`config.mk`:
```
export PLATFORM = sky130hd
export DESIGN_NAME = edt_regs
export DESIGN_NICKNAME = d
export VERILOG_FILES = /design/src/core/edt_pkg.sv /design/src/core/edt_regs.sv
export SDC_FILE = /design/constraint.sdc
export NUM_CORES = 1
export LEC_CHECK = 0
export BUFFER_PORTS_ARGS = -buffer_cell sky130_fd_sc_hd__buf_2
export CORE_UTILIZATION = 28
export CTS_BUF_LIST = sky130_fd_sc_hd__clkbuf_8
export CTS_CLUSTER_DIAMETER = 120
export CTS_CLUSTER_SIZE = 16
export DETAILED_ROUTE_END_ITERATION = 7
export PLACE_DENSITY_LB_ADDON = 0.2
export SYNTH_ARGS = -nofsm -noshare
export SYNTH_HDL_FRONTEND = slang
export SYNTH_SLANG_ARGS = --single-unit
```
`constraint.sdc`:
```
create_clock -name sys_clk -period 14.3 [get_ports sys_clk]
set_clock_uncertainty 0.1 [all_clocks]
set_input_delay 2.86 -clock sys_clk [delete_from_list [all_inputs] [get_ports sys_clk]]
set_output_delay 2.86 -clock sys_clk [all_outputs]
set_load 0.1 [all_outputs]
```
`src/core/edt_pkg.sv`:
```
// constants for the excitation dac code and trim register bank
`default_nettype none
package edt_pkg;
    localparam int unsigned ADDR_W          = 14;
    localparam int unsigned DATA_W          = 32;
    localparam int unsigned CODE_W          = 12;
    localparam logic [13:0] OFS_CODE        = 14'h2048;
    localparam logic [13:0] OFS_CONFIG      = 14'h2010;
    localparam logic [13:0] OFS_KEY         = 14'h2230;
    localparam logic [13:0] OFS_GAIN        = 14'h2260;
    localparam logic [13:0] OFS_OFF_ON_LP   = 14'h2264;
    localparam logic [13:0] OFS_OFF_OFF_LP  = 14'h2268;
    localparam logic [13:0] OFS_OFF_ON_HS   = 14'h22B8;
    localparam logic [13:0] OFS_OFF_OFF_HS  = 14'h22BC;
    localparam logic [13:0] OFS_MODE        = 14'h22C0;
    localparam logic [31:0] UNLOCK_KEY      = 32'hDE87A5AF;
    localparam logic [31:0] KEY_RST         = 32'hDE87A5A0;
    localparam logic [11:0] CODE_RST        = 12'h800;
    localparam logic [11:0] GAIN_RST        = 12'h800;
    localparam logic [11:0] OFF_RST         = 12'h000;
    localparam logic [31:0] CONFIG_RST      = 32'h0000001E;
    localparam logic [31:0] CONFIG_MASK     = 32'h00001FFF;
    localparam int unsigned CFG_ATTEN_BIT   = 0;
    localparam int unsigned CFG_GAINSEL_BIT = 12;
    localparam int unsigned MODE_HS_BIT     = 0;
    localparam logic [31:0] RD_UNMAPPED     = 32'h00000000;
endpackage
`default_nettype wire

```
`src/core/edt_regs.sv`:
```
// excitation dac code, unlock key, gain and offset trim register bank
`timescale 1ns/1ps
`default_nettype none
module edt_regs
(
    input  wire logic        sys_clk,
    input  wire logic        sys_rst,
    input  wire logic [13:0] avs_address,
    input  wire logic        avs_read,
    input  wire logic        avs_write,
    input  wire logic [31:0] avs_writedata,
    input  wire logic [3:0]  avs_byteenable,
    output var  logic [31:0] avs_readdata,
    output logic             avs_waitrequest,
    output var  logic [11:0] dac_code_field,
    output var  logic [11:0] gain_trim_out,
    output var  logic [11:0] offset_trim_out,
    output var  logic        output_attenuator_enable,
    output var  logic        excitation_gain_select,
    output var  logic        trims_unlocked
);
    ////////////////////////////////////////////////////////////////////////
    logic [11:0] code_r, code_nxt;
    logic [31:0] key_r, key_nxt;
    logic [31:0] cfg_r, cfg_nxt;
    logic        hs_r, hs_nxt;
    logic [11:0] gain_r, gain_nxt;
    logic [11:0] off_r [4];
    logic [11:0] off_nxt [4];
    logic [31:0] rdata_r, rdata_nxt;
    logic        ack_r, ack_nxt;
    logic [31:0] bmask;
    logic [31:0] wmerge_key, wmerge_cfg;
    logic [11:0] wmerge12 [6];
    logic        unlocked;
    logic        wr_go;

    // one wait cycle per access, then the answer
    assign avs_waitrequest = (avs_read | avs_write) & ~ack_r;
    assign wr_go           = avs_write & ack_r;
    assign unlocked        = (key_r == edt_pkg::UNLOCK_KEY);

    genvar gb;
    generate
        for (gb = 0; gb < 4; gb++)
        begin : g_lane
            assign bmask[gb*8 +: 8] = {8{avs_byteenable[gb]}};
        end
    endgenerate

    assign wmerge_key = (key_r & ~bmask) | (avs_writedata & bmask);
    assign wmerge_cfg = ((cfg_r & ~bmask) | (avs_writedata & bmask))
                        & edt_pkg::CONFIG_MASK;
    assign wmerge12[0] = (code_r & ~bmask[11:0])
                         | (avs_writedata[11:0] & bmask[11:0]);
    assign wmerge12[1] = (gain_r & ~bmask[11:0])
                         | (avs_writedata[11:0] & bmask[11:0]);

    genvar go;
    generate
        for (go = 0; go < 4; go++)
        begin : g_offm
            assign wmerge12[go+2] = (off_r[go] & ~bmask[11:0])
                                    | (avs_writedata[11:0] & bmask[11:0]);
        end
    endgenerate

    ////////////////////////////////////////////////////////////////////////
    // register writes; offsets 0 on/lp, 1 off/lp, 2 on/hs, 3 off/hs
    always_comb
    begin
        code_nxt = code_r;
        key_nxt  = key_r;
        cfg_nxt  = cfg_r;
        hs_nxt   = hs_r;
        gain_nxt = gain_r;
        for (int i = 0; i < 4; i++)
        begin
            off_nxt[i] = off_r[i];
        end
        if (wr_go)
        begin
            unique case (avs_address)
                edt_pkg::OFS_CODE:   code_nxt = wmerge12[0];
                edt_pkg::OFS_KEY:    key_nxt  = wmerge_key;
                edt_pkg::OFS_CONFIG: cfg_nxt  = wmerge_cfg;
                edt_pkg::OFS_MODE:
                    if (avs_byteenable[0])
                    begin
                        hs_nxt = avs_writedata[edt_pkg::MODE_HS_BIT];
                    end
                edt_pkg::OFS_GAIN:
                    if (unlocked)
                    begin
                        gain_nxt = wmerge12[1];
                    end
                edt_pkg::OFS_OFF_ON_LP:
                    if (unlocked)
                    begin
                        off_nxt[0] = wmerge12[2];
                    end
                edt_pkg::OFS_OFF_OFF_LP:
                    if (unlocked)
                    begin
                        off_nxt[1] = wmerge12[3];
                    end
                edt_pkg::OFS_OFF_ON_HS:
                    if (unlocked)
                    begin
                        off_nxt[2] = wmerge12[4];
                    end
                edt_pkg::OFS_OFF_OFF_HS:
                    if (unlocked)
                    begin
                        off_nxt[3] = wmerge12[5];
                    end
                default: ;
            endcase
        end
    end

    always_ff @(posedge sys_clk or posedge sys_rst)
    begin
        if (sys_rst)
        begin
            code_r <= edt_pkg::CODE_RST;
            key_r  <= edt_pkg::KEY_RST;
            cfg_r  <= edt_pkg::CONFIG_RST;
            hs_r   <= 1'b0;
            gain_r <= edt_pkg::GAIN_RST;
            for (int i = 0; i < 4; i++)
            begin
                off_r[i] <= edt_pkg::OFF_RST;
            end
        end
        else
        begin
            code_r <= code_nxt;
            key_r  <= key_nxt;
            cfg_r  <= cfg_nxt;
            hs_r   <= hs_nxt;
            gain_r <= gain_nxt;
            for (int i = 0; i < 4; i++)
            begin
                off_r[i] <= off_nxt[i];
            end
        end
    end

    ////////////////////////////////////////////////////////////////////////
    // bus answer: read data registered with the ack
    always_comb
    begin
        ack_nxt   = (avs_read | avs_write) & ~ack_r;
        rdata_nxt = rdata_r;
        if (avs_read & ~ack_r)
        begin
            unique case (avs_address)
                edt_pkg::OFS_CODE:       rdata_nxt = {20'h00000, code_r};
                edt_pkg::OFS_KEY:        rdata_nxt = key_r;
                edt_pkg::OFS_CONFIG:     rdata_nxt = cfg_r;
                edt_pkg::OFS_MODE:       rdata_nxt = {31'h00000000, hs_r};
                edt_pkg::OFS_GAIN:       rdata_nxt = {20'h00000, gain_r};
                edt_pkg::OFS_OFF_ON_LP:  rdata_nxt = {20'h00000, off_r[0]};
                edt_pkg::OFS_OFF_OFF_LP: rdata_nxt = {20'h00000, off_r[1]};
                edt_pkg::OFS_OFF_ON_HS:  rdata_nxt = {20'h00000, off_r[2]};
                edt_pkg::OFS_OFF_OFF_HS: rdata_nxt = {20'h00000, off_r[3]};
                default:                 rdata_nxt = edt_pkg::RD_UNMAPPED;
            endcase
        end
    end

    always_ff @(posedge sys_clk or posedge sys_rst)
    begin
        if (sys_rst)
        begin
            ack_r   <= 1'b0;
            rdata_r <= 32'h00000000;
        end
        else
        begin
            ack_r   <= ack_nxt;
            rdata_r <= rdata_nxt;
        end
    end
    assign avs_readdata = rdata_r;

    ////////////////////////////////////////////////////////////////////////
    // trim selection toward the analog chain
    logic       atten, hs_sel;
    logic [1:0] sel;
    assign atten  = cfg_r[edt_pkg::CFG_ATTEN_BIT];
    assign hs_sel = hs_r;
    // gain select bit does not enter the choice
    assign sel    = {hs_sel, ~atten};

    assign dac_code_field           = code_r;
    assign gain_trim_out            = gain_r;
    assign offset_trim_out          = off_r[sel];
    assign output_attenuator_enable = atten;
    assign excitation_gain_select   = cfg_r[edt_pkg::CFG_GAINSEL_BIT];
    assign trims_unlocked           = unlocked;
endmodule // edt_regs
`default_nettype wire

```
==> Yosys cells after proc, flatten, opt, wreduce, memory -nomap -nowiden <==
Cells that the tools add are included.
{ "classes": {"n_bitwise": 27, "n_eq_ne": 10, "n_mux": 4, "order_cmp": 1, "n_reduce_logical": 9} }
{ "ops": {"columns": ["operator", "n"], "rows": [
  ["$pmux W32 S9", 1],
  ["$eq A14 B14 Y1 const B", 9],
  ["$and A12 B12 Y12", 7],
  ["$or A12 B12 Y12", 6],
  ["$and A32 B32 Y32", 2],
  ["$eq A32 B32 Y1 const B", 1],
  ["$not A32 Y32", 1],
  ["$or A32 B32 Y32", 1],
  ["$bmux W12 S2", 1],
  ["$mux W12", 2],
  ["$reduce_and A3 Y1", 6],
  ["$and A13 B13 Y13", 1],
  ["$or A13 B13 Y13", 1],
  ["$not A12 Y12", 1],
  ["$reduce_and A2 Y1", 3],
  ["$and A1 B1 Y1", 3],
  ["$ge A3 B3 Y1 const B", 1],
  ["$not A2 Y3", 1],
  ["$not A1 Y1", 2],
  ["$or A1 B1 Y1", 1]
]} }
{ "totals": {"ff_bits": 151, "wordCells": 62, "output_inout_bits": 72} }

==> Longest topological paths before layout <==
Gate-level depths: netlist of the first run.
{ "logic_depth": {"word_depth": 5, "mapped_depth": 7, "ltp_nobuf": 5} }

==> Worst setup path before layout of the first run <==
Ideal clock, no wire load.
{ "synth_timing": {"kind": "input port to output port", "from": "input avs_write", "to": "output avs_waitrequest", "arrival_ps": 4381, "cell_stages": 3, "required_ps": 11340, "path_slack_ps": 6959, "path_buffers": 1, "cell_sequence": "clkbuf_1 > nor2_1 > nor2_1"} }
{ "synth_between": {"elab_chain_len": 2} }
{ "synth_lines": {"columns": ["element", "line_no", "rtl"], "rows": [
  ["start, declared", "edt_regs.sv:10", "input wire logic avs_write,"],
  ["$or A1 B1 Y1", "edt_regs.sv:39", "assign avs_waitrequest = (avs_read | avs_write) & ~ack_r;"],
  ["$and A1 B1 Y1", "edt_regs.sv:39", null],
  ["end, declared", "edt_regs.sv:14", "output logic avs_waitrequest,"]
]} }
No other way between the ends.

==> Worst setup path in the final report of the first run <==
Same ends and word-level chain as after synthesis.

==> metrics, run 1 <==
status=completed; multi-input combinational cell area=3226 µm²; Max IR drop VDD=0.00006156 V; aggregate routed wire length=22440 µm; Synth Instances=557; Starting Density=0.2845; CP arrival=3620 ps; Die Y=161.5 µm; register area=3806 µm²; Filler Cell Count=2527; top_reg_cell synth=dfrtp_1; Yosys cell types=53; post-CTS setup buffers=0; area delta synth->final=20.59%; YS warnings=0; clock buffer depth=2; syn_area_per_cell=12.79 µm²; Max Fanout on Critical Path=5; pin count of the biggest net entering global routing=89; Max-Cap Viols=0; Nets=738; initial antenna violation count=0; WS Path Type=in -> out; RSZ-0062 raised after global routing=no; Rel. slew slack=0.2027; CTS Buf Count=17; Synth Net Count=611; sequential fraction of the synthesis area=0.5343; Final Max Slew Viols=0; top cells by count, synth=dfrtp_1, mux2_2, nand2_1, nand3_1; number of enable flip-flop cells after synthesis=0; post-CTS resize count=0; Core Rows=58; core area=25040 µm²; DIE AREA=26080 µm²; TritonRoute pass-1 iters=5; Slew @ Worst Pin=1190 ps; DR DRC count=0; Final Critical Period=6580 ps; CTS root buf=clkbuf_8; global-route wire length before repair=34090 µm; ANT nets after route=0; H-tree depth=4; ys async rst share=1.000; final setup vio count=0; #FFs+latches synth=151; CTS tree=built; crit share post-route=0.4601; clk_lat worst skew=460 ps; Port Buffers=125; Pleak=4.116 nW; vias in the first global route=5606; synth top area cells=dfrtp_1, mux2_2, dfstp_2; CP required=11340 ps; DR iter-0 viols=596; top-count cell post-synth=dfrtp_1; Worst Setup End Kind=output port; fmax=152.0 MHz; Vias/cell=5.251; crit path launch type=input pin; area leader, netlist=dfrtp_1; setup TNS=0 ps; hpwl dp=15780 µm; Hold Buf Count CTS=0; Top Ports=126; Pwr Density=105.3 nW/µm²; HP Class=reg -> reg; via count=5393; CTS clock-pin slew for the worst setup and hold paths=80 ps; global-route usage over all layers=0.1769; Clock Sinks=151; Ant. Diodes=0; Final Hold Vio Count=0; GRT overflow=0; gp weighted congestion=0.8831; Die X=161.5 µm; Synth top area share=0.4532; synthesized cell area=7123 µm²; share of cells above drive strength 1=0.4907; DR WL/cell=21.85 µm; Final Core Density=0.3431
## kinds of logic (layout without fill, tap and decap cells)
| group | count (synthesis) | in the layout | share of synthesized area |
|---|---|---|---|
| buffers and inverters | 26 | 166 | 0.01405 |
| and+or+nand+nor | 171 | 171 | 0.1421 |
| AOI/OAI and AO/OA | 70 | 70 | 0.07167 |
| muxes | 139 | 139 | 0.2378 |
| DFF | 151 | 151 | 0.5343 |
## worst paths after layout
check,start,end,slack (ps),depth (start not counted)
worst max-delay path,avs_write,avs_waitrequest,7720,4
worst min-delay path,avs_readdata[16],avs_readdata[16],360,2
worst max register to register,flip-flop,flip-flop,11510,5
worst min register to register,avs_readdata[16],avs_readdata[16],360,2
max in group asynchronous,sys_rst,asynchronous set/reset pin,10270,3
min in group asynchronous,sys_rst,asynchronous set/reset pin,2430,2
## metal layers
layer / vias to the layer above / global-route usage / part of all wire
met5: - / 0 / 0
met1: 2782 / 0.2389 / 0.45
met4: 0 / 0.05918 / 0.021
met3: 31 / 0.03647 / 0.057
li1: 2351 / - / -
met2: 229 / 0.2821 / 0.47
## where the power goes
part / leakage [nW] / switching, mW / internal, mW
Sequential: 2.01 / 0.00396 / 0.432
Clock: 0.223 / 0.173 / 0.202
Combinational: 1.88 / 0.0776 / 0.0162
## cell usage in the layout (no fill, tap or decap), drive strengths merged, types with 5 or more instances in the layout
| cell | n |
|---|---|
| buf | 131 |
| dfrtp | 129 |
| mux2 | 122 |
| nand2 | 60 |
| nor2 | 27 |
| nand3 | 24 |
| dfstp | 22 |
| clkbuf | 19 |
| a22oi | 18 |
| nor3 | 14 |
| a21oi | 13 |
| mux4 | 12 |
| a22o | 9 |
| a222oi | 8 |
| nand4 | 7 |
| nor4 | 7 |
| clkinv | 6 |
| nor2b | 6 |
| o22ai | 5 |
| a31oi | 5 |
| mux2i | 5 |
## cell type report
class | instances | area share
multi-input cells | 380 | 0.3755
repair buffers | 131 | 0.07808
flip-flops and latches | 151 | 0.4431
clock buffers | 19 | 0.03044
well taps | 330 | 0.04807
clock inverters | 13 | 0.02287
inverters | 3 | 0.001894
## worst max-delay path, stage by stage
cell and delay (ps):
buf_2 140, nor2_1 50, nor2_1 120, buf_2 450
## per-stage QoR
stage	hold slack, ps	power, mW	area, µm²	setup slack [ps]	std cells
finish	364.5	0.9045	8589	7720	1027
floorplan	375.1	0.5075	7123	6959	557
global route	385.8	0.9376	8589	7693	1027
detailed placement	350.3	0.5391	8132	7724	995
global placement	345.1	0.5382	8132	7759	995
CTS	370.8	0.9159	8589	7724	1027
Note: power is estimated with default switching activity, not from simulation.
==> inputs of run 2 (changes only) <==
==> constraint.sdc (replaced) <==
create_clock -name sys_clk -period 6.3 [get_ports sys_clk]
set_clock_uncertainty 0.1 [all_clocks]
set_input_delay 1.26 -clock sys_clk [delete_from_list [all_inputs] [get_ports sys_clk]]
set_output_delay 1.26 -clock sys_clk [all_outputs]
set_load 0.1 [all_outputs]
==> run 2 against run 1 <==
Effect of this change: die area did not move; sequential share of layout area rose by 0.052 points; routed wire length rose by 0.57%; count of clock-buffer cells in the layout did not move; critical path type is now reg -> out; largest power group unchanged; highest routed layer unchanged.
==> metrics, run 2 (synthesis gave the netlist of run 1 again) <==
global-route usage over all layers=0.1779 (was 0.1769); Max-Cap Viols=0 (unchanged); CP required=4940 ps (was 11340 ps); Vias/cell=5.184 (was 5.251); ANT nets after route=0 (unchanged); gp weighted congestion=0.9434 (was 0.8831); Max Fanout on Critical Path=15 (was 5); CTS root buf=clkbuf_8 (unchanged); CTS Buf Count=17 (unchanged); Port Buffers=125 (unchanged); Final Max Slew Viols=0 (unchanged); global-route wire length before repair=33950 µm (was 34090 µm); core area=25040 µm² (unchanged); Final Instance Area=8579 µm² (was 8589 µm²); Final Critical Period=3854 ps; HP Class=reg -> reg (unchanged); Nets=736 (was 738); final setup margin=2446 ps (was 7720 ps); CTS clock-pin slew for the worst setup and hold paths=90 ps (was 80 ps); TritonRoute pass-1 iters=5 (unchanged); DIE AREA=26080 µm² (unchanged); clock buffer depth=2 (unchanged); initial antenna violation count=0 (unchanged); WS Path Type=reg -> out (was in -> out); internal power=1.475 mW (was 0.6500 mW); GRT overflow=0 (unchanged); Pleak=4.107 nW (was 4.116 nW); fmax=259.4 MHz; H-tree depth=4 (unchanged); clock share of power=0.413 (was 0.414); Flop pwr share=0.483 (was 0.482); Pwr Density=239.1 nW/µm² (was 105.3 nW/µm²); hold slack=365.7 ps (was 364.5 ps); Filler Cell Count=2511 (was 2527); crit share post-route=0.6118; CTS tree=built (unchanged); CP arrival=2490 ps (was 3620 ps); via count=5314 (was 5393); DR WL/cell=22.01 µm (was 21.85 µm); RSZ-0062 raised after global routing=no (unchanged); vias in the first global route=5426 (was 5606); crit path launch type=flip-flop (was input pin); Placement Cell Area=8122 µm² (was 8132 µm²); final setup vio count=0 (unchanged); Worst Setup End Kind=output port (unchanged); post-CTS setup buffers=0 (unchanged); Max IR drop VDD=0.0001242 V (was 0.00006156 V); Starting Density=0.2845 (unchanged); status=completed (unchanged); dpl ws=2284 ps (was 7724 ps); Clock Sinks=151 (unchanged); Slew @ Worst Pin=1194 ps (was 1190 ps); Comb pwr share=0.104 (about the same); Ant. Diodes=0 (unchanged); aggregate routed wire length=22560 µm (was 22440 µm); commonest non-fill, non-tap cell in the layout=dfrtp_1 (unchanged); clk_lat worst skew=460 ps (about the same); Final Hold Vio Count=0 (unchanged); share of cells above drive strength 1=0.4906 (was 0.4907); total net switching power=0.5760 mW (was 0.2545 mW); post-CTS resize count=0 (unchanged); DR iter-0 viols=620 (was 596); Top Ports=126 (unchanged); Hold Buf Count CTS=0 (unchanged); DR DRC count=0 (unchanged); Core Rows=58 (unchanged); Die Y=161.5 µm (unchanged); net switching fraction of the power=0.2808 (was 0.2814); setup TNS=0 ps (unchanged); commonest cells after routing, fill and taps aside=dfrtp_1, buf_2, mux2_2 (unchanged); Rel. slew slack=0.2015 (was 0.2027); Die X=161.5 µm (unchanged); hpwl dp=15870 µm (was 15780 µm); pin count of the biggest net entering global routing=112 (was 89); area delta synth->final=20.45% (was 20.59%)
[run 2: per-layer routing]
metal	share of wire	up-vias	global-route usage
met2	0.46	209	0.2802
met3	0.055	30	0.03518
met5	0	-	0
li1	-	2354	-
met4	0.022	0	0.06046
met1	0.46	2721	0.2437
[run 2: path summary, 6_finish.rpt]
check,startpoint,end,slack (ps),cells after the start
setup / recovery,flip-flop,offset_trim_out[8],2450,2
hold / removal,avs_readdata[18],avs_readdata[18],370,2
setup reg to reg,flip-flop,flip-flop,3610,5
hold reg to reg,avs_readdata[18],avs_readdata[18],370,2
max in group asynchronous,sys_rst,asynchronous set/reset pin,3960,3
min in group asynchronous,sys_rst,avs_readdata[15],960,2
[run 2: final cells by class]
class / instances / area (µm²) / share of cell area
sequential: 151 / 3806 / 0.4436
clock buffer: 19 / 261.5 / 0.03048
tap: 330 / 412.9 / 0.04813
clock inverter: 13 / 196.4 / 0.02290
inverter: 3 / 16.27 / 0.001896
timing repair buffer: 129 / 655.6 / 0.07642
multi-input combinational: 380 / 3231 / 0.3765
[run 2: power groups by stage]
stage	logic, mW	clock network [mW]	registers, mW
4_1_cts	0.215	0.871	0.992
2_1_floorplan	0.0628	0	1.09
3_3_place_gp	0.213	0	1.01
3_5_place_dp	0.214	0	1.01
5_1_grt	0.225	0.916	0.993
6_report	0.213	0.847	0.991
[run 2: worst max-delay path: stages (launching register included)]
cell	delay, ps
dfrtp_1	1060
mux4_2	650
buf_2	320
[run 2: through the flow]
step	std cells	utilization	power, mW
2_1_floorplan	557	-	1.152
3_3_place_gp	993	0.3244	1.223
3_5_place_dp	993	0.3244	1.225
4_1_cts	1025	0.3427	2.077
5_1_grt	1025	0.3427	2.134
6_report	1025	0.3427	2.051
